==> config.mk <==
export PLATFORM = sky130hd
export DESIGN_NAME = module_reset_default_wake_ctrl
export DESIGN_NICKNAME = d
export VERILOG_FILES = /design/src/core/pin_sync.v /design/src/core/module_reset_default_wake_ctrl.v
export VERILOG_INCLUDE_DIRS = /design/src /design/src/core
export SDC_FILE = /design/constraint.sdc
export NUM_CORES = 1
export LEC_CHECK = 0
export BUFFER_PORTS_ARGS = -buffer_cell sky130_fd_sc_hd__buf_2
export CAP_MARGIN = 20
export CORE_ASPECT_RATIO = 0.7
export CORE_UTILIZATION = 50
export DETAILED_ROUTE_END_ITERATION = 16
export PLACE_DENSITY = 0.75
export SYNTH_ARGS = -nofsm -noshare
export SYNTH_HDL_FRONTEND = slang
export SYNTH_HIERARCHICAL = 1
export SYNTH_SLANG_ARGS = --single-unit
export TNS_END_PERCENT = 100
==> constraint.sdc <==
create_clock -name clk_sys_in -period 5.95 [get_ports clk_sys_in]
set_clock_uncertainty 0.15 [all_clocks]
set_input_delay 0.595 -clock clk_sys_in [delete_from_list [all_inputs] [get_ports clk_sys_in]]
set_output_delay 0.595 -clock clk_sys_in [all_outputs]
set_load 0.01 [all_outputs]
==> src/core/reset_ctrl_consts.vh <==
// Constants for the reset, default and wake pin controller.
`ifndef RESET_CTRL_CONSTS_VH
`define RESET_CTRL_CONSTS_VH
`define CLK_HZ            50000000
`define REBOOT_PULSE_MS   200
`define DEFAULT_HOLD_MS   6000
`define LAMP_BLINK_MS     5000
`define LAMP_HALF_MS      500
`define NUM_CFG_PINS      8
`define PIN_IRQ           1
`define PIN_MISO          2
`define PIN_MOSI          3
`define PIN_SCLK          6
`define PIN_CS            7
`define CFG_DIR_RESET     8'h00
`endif

==> src/core/pin_sync.v <==
// Two-flop synchroniser for one asynchronous pin.
`timescale 1ns/100ps
module pin_sync #(
	parameter RESET_VAL = 1'b1
) (
	input  wire clk_sys_in,
	input  wire rst_in,
	input  wire pin_in,
	output reg  sync_out
);
	reg meta;

	always @(posedge clk_sys_in or posedge rst_in) begin
		if (rst_in) begin
			meta     <= RESET_VAL;
			sync_out <= RESET_VAL;
		end else begin
			meta     <= pin_in;
			sync_out <= meta;
		end
	end
endmodule // pin_sync

==> src/core/module_reset_default_wake_ctrl.v <==
// Reset, factory-default, wake and configurable pin controller.
`timescale 1ns/100ps
`include "reset_ctrl_consts.vh"
module module_reset_default_wake_ctrl #(
	parameter WIRELESS   = 1'b1,
	parameter PULSE_CYC  = `CLK_HZ / 1000 * `REBOOT_PULSE_MS,
	parameter HOLD_CYC   = `CLK_HZ / 1000 * `DEFAULT_HOLD_MS,
	parameter BLINK_CYC  = `CLK_HZ / 1000 * `LAMP_BLINK_MS,
	parameter HALF_CYC   = `CLK_HZ / 1000 * `LAMP_HALF_MS
) (
	input  wire       clk_sys_in,
	input  wire       rst_in,
	input  wire       hw_reboot_n_in,
	input  wire       default_n_in,
	input  wire       wake_in,
	input  wire       sleep_req_in,
	input  wire       spi_en_in,
	input  wire [7:0] cfg_dir_in,
	input  wire [7:0] cfg_dout_in,
	input  wire [7:0] cfg_pin_n_in,
	input  wire       spi_miso_in,
	input  wire       spi_sclk_in,
	input  wire       spi_cs_n_in,
	output reg  [7:0] cfg_pin_n_out,
	output reg  [7:0] cfg_pin_n_oe_out,
	output reg  [7:0] cfg_pin_n_sync_out,
	output reg        cfg_pin_irq_out,
	output reg        spi_mosi_out,
	output reg        cpu_reset_out,
	output reg        factory_restore_out,
	output reg        cli_default_boot_out,
	output reg        low_power_out,
	output reg        sys_status_lamp_out
);
	// ------------------------------------------------------------
	// Input synchronisers
	// ------------------------------------------------------------
	wire       reboot_n_s;
	wire       default_n_s;
	wire       wake_s;
	wire [7:0] pins_s;

	pin_sync u_sync_reboot (.clk_sys_in(clk_sys_in), .rst_in(rst_in),
		.pin_in(hw_reboot_n_in), .sync_out(reboot_n_s));
	pin_sync u_sync_default (.clk_sys_in(clk_sys_in), .rst_in(rst_in),
		.pin_in(default_n_in), .sync_out(default_n_s));
	pin_sync u_sync_wake (.clk_sys_in(clk_sys_in), .rst_in(rst_in),
		.pin_in(wake_in), .sync_out(wake_s));

	genvar g;
	generate
		for (g = 0; g < `NUM_CFG_PINS; g = g + 1) begin : g_pin
			pin_sync u_sync (.clk_sys_in(clk_sys_in), .rst_in(rst_in),
				.pin_in(cfg_pin_n_in[g]), .sync_out(pins_s[g]));
		end
	endgenerate

	// ------------------------------------------------------------
	// Configurable pins
	// ------------------------------------------------------------
	reg [7:0] next_oe;
	reg [7:0] next_dout;

	always @* begin
		next_oe   = cfg_dir_in;
		next_dout = cfg_dout_in;
		if (WIRELESS && spi_en_in) begin
			next_oe[`PIN_IRQ]    = 1'b0;
			next_oe[`PIN_MISO]   = 1'b1;
			next_dout[`PIN_MISO] = spi_miso_in;
			next_oe[`PIN_MOSI]   = 1'b0;
			next_oe[`PIN_SCLK]   = 1'b0;
			next_oe[`PIN_CS]     = 1'b0;
		end
	end

	always @(posedge clk_sys_in or posedge rst_in) begin
		if (rst_in) begin
			cfg_pin_n_oe_out   <= `CFG_DIR_RESET;
			cfg_pin_n_out      <= 8'h00;
			cfg_pin_n_sync_out <= 8'hff;
			cfg_pin_irq_out    <= 1'b1;
			spi_mosi_out       <= 1'b0;
		end else if (cpu_reset_out) begin
			cfg_pin_n_oe_out   <= `CFG_DIR_RESET;
			cfg_pin_n_out      <= 8'h00;
			cfg_pin_n_sync_out <= pins_s;
			cfg_pin_irq_out    <= pins_s[`PIN_IRQ];
			spi_mosi_out       <= 1'b0;
		end else begin
			cfg_pin_n_oe_out   <= next_oe;
			cfg_pin_n_out      <= next_dout;
			cfg_pin_n_sync_out <= pins_s;
			cfg_pin_irq_out    <= pins_s[`PIN_IRQ];
			spi_mosi_out       <= (WIRELESS && spi_en_in) ? pins_s[`PIN_MOSI] : 1'b0;
		end
	end

	// ------------------------------------------------------------
	// Reboot pulse and default button
	// ------------------------------------------------------------
	reg [31:0] pulse_cnt;
	reg [31:0] hold_cnt;
	reg [31:0] blink_cnt;
	reg        reboot_n_d;
	reg        held;
	reg        default_d;
	reg        wake_d;

	wire reboot_rise = reboot_n_s & ~reboot_n_d;
	wire soft_reboot = held & default_n_s;

	always @(posedge clk_sys_in or posedge rst_in) begin
		if (rst_in) begin
			reboot_n_d           <= 1'b1;
			pulse_cnt            <= 32'h00000000;
			cpu_reset_out        <= 1'b1;
			hold_cnt             <= 32'h00000000;
			held                 <= 1'b0;
			factory_restore_out  <= 1'b0;
			cli_default_boot_out <= 1'b0;
			default_d            <= 1'b1;
			blink_cnt            <= 32'h00000000;
			sys_status_lamp_out  <= 1'b1;
		end else begin
			reboot_n_d <= reboot_n_s;
			default_d  <= default_n_s;
			if (!reboot_n_s) begin
				cpu_reset_out <= 1'b1;
				pulse_cnt     <= 32'h00000000;
			end else if (reboot_rise || soft_reboot) begin
				cpu_reset_out <= 1'b1;
				pulse_cnt     <= 32'h00000000;
			end else if (cpu_reset_out) begin
				if (pulse_cnt >= PULSE_CYC - 1)
					cpu_reset_out <= 1'b0;
				else
					pulse_cnt <= pulse_cnt + 32'h00000001;
			end
			if (reboot_rise) begin
				cli_default_boot_out <= WIRELESS & ~default_n_s;
				factory_restore_out  <= ~WIRELESS & ~default_n_s;
			end else if (soft_reboot) begin
				factory_restore_out  <= 1'b1;
				cli_default_boot_out <= 1'b0;
			end
			if (default_n_s || cpu_reset_out) begin
				hold_cnt <= 32'h00000000;
				held     <= 1'b0;
			end else if (hold_cnt >= HOLD_CYC - 1) begin
				held <= 1'b1;
			end else begin
				hold_cnt <= hold_cnt + 32'h00000001;
			end
			if (!default_n_s && !cpu_reset_out && hold_cnt >= BLINK_CYC - 1) begin
				if (blink_cnt >= HALF_CYC - 1) begin
					blink_cnt           <= 32'h00000000;
					sys_status_lamp_out <= ~sys_status_lamp_out;
				end else begin
					blink_cnt <= blink_cnt + 32'h00000001;
				end
			end else begin
				blink_cnt           <= 32'h00000000;
				sys_status_lamp_out <= 1'b1;
			end
		end
	end

	// ------------------------------------------------------------
	// Sleep and wake
	// ------------------------------------------------------------
	always @(posedge clk_sys_in or posedge rst_in) begin
		if (rst_in) begin
			wake_d        <= 1'b1;
			low_power_out <= 1'b0;
		end else begin
			wake_d <= wake_s;
			if (cpu_reset_out || !WIRELESS)
				low_power_out <= 1'b0;
			else if (wake_s && !wake_d)
				low_power_out <= 1'b0;
			else if (sleep_req_in && !wake_s)
				low_power_out <= 1'b1;
		end
	end
endmodule // module_reset_default_wake_ctrl

Word-level counts from Yosys, hierarchy flattened
Cells that the tools add are included.
{"block": "classes", "add_sub_neg": 3, "magnitude_cmp": 4, "eq_ne": 4, "mux": 30, "bitwise_logic": 5, "n_reduce_logical": 14}
{"cell": "2-to-1 mux 32 bit", "n": 8}
{"cell": "adder 32 x 1 -> 32 bit (second input constant)", "n": 3}
{"cell": ">= comparator 32 x 24 -> 1 bit (second input constant)", "n": 1}
{"cell": ">= comparator 32 x 25 -> 1 bit (second input constant)", "n": 1}
{"cell": ">= comparator 32 x 28 -> 1 bit (second input constant)", "n": 1}
{"cell": ">= comparator 32 x 29 -> 1 bit (second input constant)", "n": 1}
{"cell": "2-to-1 mux 1 bit", "n": 18}
{"cell": "2-to-1 mux 8 bit", "n": 2}
{"cell": "!= test 3 bit (second input constant)", "n": 2}
{"cell": "logical AND 1 bit", "n": 4}
{"cell": "zero test 1 bit", "n": 4}
{"cell": "nonzero test 2 bit", "n": 2}
{"cell": "2-to-1 mux 3 bit", "n": 1}
{"cell": "inverter 1 bit", "n": 3}
{"cell": "nonzero test 3 bit", "n": 1}
{"cell": "AND 1 bit", "n": 2}
{"cell": "logical OR 1 bit", "n": 2}
{"cell": "2-to-1 mux 2 bit", "n": 1}
{"cell": "!= test 2 x 1 -> 1 bit (second input constant)", "n": 1}
{"cell": "!= test 2 bit (second input constant)", "n": 1}
{"cell": "AND reduction 2 bit", "n": 1}
{"block": "word_totals", "reg_bits": 152, "output_inout_bits": 31, "wordCells": 98}

Depth between registers and ports, before layout
{"block": "logic_depth", "ltp_word": 5, "depth_mapped": 7, "ltp_nobuf": 6}

Hierarchy
The synthesis kept the hierarchy.
{"module": "module_reset_default_wake_ctrl", "instances": 1, "cells_each": 601, "area_per_inst_um2": 6038.3, "seq_area_each_um2": 3243.1}
{"module": "pin_sync", "instances": 11, "cells_each": 3, "area_per_inst_um2": 56.3, "seq_area_each_um2": 52.6}

Worst setup path after synthesis
OpenSTA, ideal clock, no wires.
{"block": "synth_path", "kind": "register -> register", "startpoint": "register hold_cnt[14]", "endpoint": "register hold_cnt[11]", "setup_ps": 78, "arrival_ps": 2132, "required_time_ps": 5722, "slack_ps": 3590, "path_stages_with_launch": 8, "synth_period_minus_slack_ps": 2360, "path_cell_list": "dfrtp_1 buf_6 or4_1 a211o_1 and4_4 buf_6 or4_1 a21oi_1"}
{"block": "synth_via", "elab_chain_cells": 2}
{"item": "start: declaration", "line_no": "module_reset_default_wake_ctrl.v:103", "source": "reg [31:0] hold_cnt;"}
{"item": "start signal: assignment", "line_no": "module_reset_default_wake_ctrl.v:153", "source": "hold_cnt <= hold_cnt + 32'h00000001;"}
{"item": ">= comparator 32 x 29 -> 1 bit", "line_no": "module_reset_default_wake_ctrl.v:150", "source": "end else if (hold_cnt >= HOLD_CYC - 1) begin"}
{"item": "!= test 2 bit (no source line)"}
Every way passes these cells.
A chain may end at the register's enable or synchronous reset.

Final worst setup path
{"block": "layout_path", "startpoint": "register blink_cnt[10]", "endpoint": "register blink_cnt[20]"}
{"block": "layout_via", "elab_chain_cells": 3, "elab_cells_between_ends": 4, "cone_classes": "1 x add/sub; 1 x order compare; 2 x mux"}
{"item": "start: declaration", "line_no": "module_reset_default_wake_ctrl.v:104", "source": "reg [31:0] blink_cnt;"}
{"item": "start signal: assignment", "line_no": "module_reset_default_wake_ctrl.v:160", "source": "blink_cnt <= blink_cnt + 32'h00000001;"}
{"item": "adder 32 x 1 -> 32 bit or >= comparator 32 x 25 -> 1 bit (tied branches)", "line_no": "module_reset_default_wake_ctrl.v:160, module_reset_default_wake_ctrl.v:156"}
{"item": "2-to-1 mux 32 bit *", "line_no": "module_reset_default_wake_ctrl.v:156", "source": "if (blink_cnt >= HALF_CYC - 1) begin"}
{"item": "2-to-1 mux 32 bit *", "line_no": "module_reset_default_wake_ctrl.v:155", "source": "if (!default_n_s && !cpu_reset_out && hold_cnt >= BLINK_CYC - 1) begin"}
Every way passes the cells marked *; elsewhere a longest branch is shown, timed or not.

==> impl_metrics.csv <==
group,metric,value,unit
routing,post-route-drc-count,0,
logic_synthesis,netlist.area_leader.share,44.0,%
sta,setup_tns,0,ns
floorplanning,coreArea,12700,sq um
grt,global_route.overflow_total,0,
grt,first_pass_grt_wire_length,23300,um
clocking,worst_skew_pair.late_latency,0.43,ns
setup_path,cp.arrival,3.01,ns
logic_synthesis,syn-mean-instance-area,10.5,sq um
routing,drt.antenna.violating_nets,0,
routing,number_of_vias_in_the_routed_layout,5097,
placed_design,gp_congestion,0.839,
sta,worst_slack,3.12,ns
setup_path,crit_path_start_kind,"flop",
clocking,maximum_root_to_sink_buffer_count,2,
routing,route.detailed.wl_per_inst,15.9,um
clocking,cts_tree,"done",
pwr,power,2170,uW
finish,final_cell_count_no_fill,876,
pwr,power_density_over_the_cells,280,nW/um^2
finish,design.final.nets,738,
clocking,clk_pin_slew_worst_paths,0.07,ns
floorplanning,die_area,13800,sq um
clocking,post_cts.resized_instances,0,
grt,track_usage,21.5,%
logic_synthesis,synth-warning-count,6,
sta,timing.final.max_slew_violations,0,
clocking,tritoncts.num_buffers,17,
floorplanning,num_io_pins,65,
status,outcome,"complete, no violations",
placed_design,place_hpwl,9090,um
sta,tightestPinTransition,1.05,ns
clocking,cts_sinks,151,
floorplanning,rows,34,
sta,final_setup_violation_count,0,
setup_path,path_max_fanout,25,
logic_synthesis,synthTopCellsByArea,"sky130_fd_sc_hd__dfrtp_1 44%, sky130_fd_sc_hd__dfstp_2 13%, sky130_fd_sc_hd__a21oi_1 2.9%",
logic_synthesis,post_synthesis_cell_area,6660,sq um
setup_path,worstSetupEndpointType,"flop",
pwr,comb_power_share,2.3,%
floorplanning,fp.dieH,98.5,um
routing,detail_route.iter0.violations,369,
logic_synthesis,synth-edff-count,0,
grt,via_count_of_the_first_global_routing_pass,4805,
logic_synthesis,seq_area_frac_synth,57.4,%
sta,hold_viol_final,0,
pwr,power.share.clock,49.0,%
sta,timing_limited_maximum_frequency,0.354,GHz
pwr,internal_power,1640,uW
sta,post-route-period-util,47.5,%
logic_synthesis,ys_ff_latch,151,
worst_hold_path,hold_path_class,"in2reg",
pwr,seqPwrFrac,48.7,%
logic_synthesis,area_leader_netlist,"sky130_fd_sc_hd__dfrtp_1",
logic_synthesis,ys_async_sr_fraction,100,%
clocking,htreeDepth,4,
routing,first_pass_iteration_count_of_the_detailed_router,5,
pwr,irDropWorstVdd,0.235,mV
clocking,hold_buf_cts,0,
logic_synthesis,ys_dominant_reg_cell,"sky130_fd_sc_hd__dfrtp_1",
sta,grt_setup_unrepaired,"false",
floorplanning,chipWidth,140,um
logic_synthesis,synth_commonest_cells,"117 x sky130_fd_sc_hd__dfrtp_1, 50 x sky130_fd_sc_hd__nand2_1, 50 x sky130_fd_sc_hd__nor2_1, 39 x sky130_fd_sc_hd__a21oi_1, 34 x sky130_fd_sc_hd__dfstp_2",
job,cap_viol_max_count,0,
finish,drive_gt1_share,21.0,%
placed_design,pre_cts_ws,3.14,ns
grt,number_of_antenna_violations_at_the_first_check_in_global_routing,0,
clocking,ctsRootBufferMaster,"sky130_fd_sc_hd__clkbuf_16",
sta,final_worst_hold_slack,0.110,ns
setup_path,cp.required,6.13,ns
finish,antenna_cells,0,
placed_design,place.detailed.instances,842,
sta,max_slew_margin,30.1,%
logic_synthesis,ys_types,50,
finish,fill_cells,1036,
grt,maximum_number_of_pins_on_one_net_before_global_route_repair,87,
placed_design,port_buffers,62,
finish,synthToLayoutAreaGrowth,16.2,%
logic_synthesis,yosys.cell_count.top_type,"sky130_fd_sc_hd__dfrtp_1",
routing,drt-vias-per-instance,5.82,
logic_synthesis,postSynthCellCount,634,
sta,finalCriticalPeriod,2.83,ns
pwr,p_leak,0.00334,uW
floorplanning,initial_core_util,52.3,%
clocking,postCtsSetupBuffers,0,
setup_path,timing.setup.critical_path_class,"reg2reg",
pwr,power.net_switching,529,uW
pwr,swShare,24.4,%
routing,drt_wl_total,13900,um
[cell type report]
type / instances / area, sq um / share of cell area, %
clock buffers: 18 / 439 / 5.68
clock inverters: 14 / 150 / 1.94
inverters: 21 / 81.3 / 1.05
multi-input cells: 441 / 2660 / 34.4
flip-flops and latches: 151 / 3820 / 49.4
well taps: 162 / 203 / 2.62
repair buffers: 69 / 380 / 4.92
[metrics by stage]
stage | util (%) | instance area, sq um
floorplan | - | 6680
global placement | 55.9 | 7110
detailed placement | 55.9 | 7120
CTS | 60.6 | 7700
global route | 60.8 | 7740
finish | 60.8 | 7740
[worst paths after layout]
| check | cells past startpoint | start | endpoint | slack [ns] |
|---|---|---|---|---|
| max in group asynchronous | 4 | rst_in | cpu_reset_out$_DFF_PP1_ | 4.26 |
| min | 1 | wake_in | u_sync_wake/meta$_DFF_PP1_ | 0.11 |
| max | 5 | blink_cnt[10]$_DFF_PP0_ | blink_cnt[20]$_DFF_PP0_ | 3.12 |
| min in group asynchronous | 2 | rst_in | u_sync_wake/meta$_DFF_PP1_ | 0.16 |
| max reg2reg | 5 | blink_cnt[10]$_DFF_PP0_ | blink_cnt[20]$_DFF_PP0_ | 3.12 |
| min reg2reg | 0 | g_pin[7].u_sync/meta$_DFF_PP1_ | g_pin[7].u_sync/sync_out$_DFF_PP1_ | 0.21 |
[worst max-delay path: stages, from the launching register on]
cell                       delay (ns)
sky130_fd_sc_hd__dfrtp_1         0.42
sky130_fd_sc_hd__or4_1           0.55
sky130_fd_sc_hd__a2111o_1        0.41
sky130_fd_sc_hd__a311oi_2        0.39
sky130_fd_sc_hd__o211ai_2        0.49
sky130_fd_sc_hd__a21oi_1         0.30
[sequential cells by signal, summed over array words and instances, names as in the netlist]
register,count
blink_cnt,32
hold_cnt,32
pulse_cnt,32
cfg_pin_n_oe_out,8
cfg_pin_n_out,8
cfg_pin_n_sync_out,8
g_pin.u_sync/meta,8
g_pin.u_sync/sync_out,8
cli_default_boot_out,1
cpu_reset_out,1
factory_restore_out,1
held,1
low_power_out,1
reboot_n_d,1
spi_mosi_out,1
sys_status_lamp_out,1
u_sync_default/meta,1
u_sync_default/sync_out,1
u_sync_reboot/meta,1
u_sync_reboot/sync_out,1
u_sync_wake/meta,1
u_sync_wake/sync_out,1
wake_d,1
[cell families (layout without fill, tap and decap cells)]
logic type               count (synthesis)  after routing  synth area share (%)
multiplexers                             9              9                  1.35
adder cells (fa/ha/maj)                  3              3                 0.564
flip-flops                             151            151                  57.4
AND/OR/NAND/NOR                        288            288                  23.5
other                                    1              7                0.0563
XOR/XNOR                                29             29                  3.82
buffers and inverters                   48            122                  3.06
AO/OA/AOI/OAI                          105            105                  10.2
[power groups by stage]
stage	Clock, uW	Combinational [uW]	Sequential [uW]
global placement	0	47.9	1070
finish	1060	50.5	1060
floorplan	0	25.2	1070
global route	1120	58.6	1060
CTS	1080	50.0	1060
detailed placement	0	49.8	1070
[per-layer routing]
metal | global-route usage [%] | part of all wire, % | vias to the layer above
met1 | 30.7 | 48 | 2515
met3 | 4.96 | 5.0 | 19
li1 | - | - | 2412
met5 | 0 | 0 | -
met2 | 31.5 | 46 | 151
met4 | 9.47 | 1.4 | 0
[cell usage in the layout (no fill, tap or decap), types with 9 or more instances in the layout]
master                        n
sky130_fd_sc_hd__nor4_1      12
sky130_fd_sc_hd__o31ai_1     15
sky130_fd_sc_hd__a21oi_1     39
sky130_fd_sc_hd__clkbuf_16   17
sky130_fd_sc_hd__nand3_1     31
sky130_fd_sc_hd__nand4_1     22
sky130_fd_sc_hd__xor2_1      22
sky130_fd_sc_hd__mux2i_1      9
sky130_fd_sc_hd__nand2_1     50
sky130_fd_sc_hd__buf_2       62
sky130_fd_sc_hd__and2_1      25
sky130_fd_sc_hd__dfrtp_1    117
sky130_fd_sc_hd__nor2b_1     12
sky130_fd_sc_hd__or3_1       23
sky130_fd_sc_hd__inv_1       20
sky130_fd_sc_hd__dfstp_2     34
sky130_fd_sc_hd__nor2_1      50
sky130_fd_sc_hd__o21ai_0     21
sky130_fd_sc_hd__and3_1      18
sky130_fd_sc_hd__or4_1       19
sky130_fd_sc_hd__nor3_1       9
(Power assumes the default switching activity.)
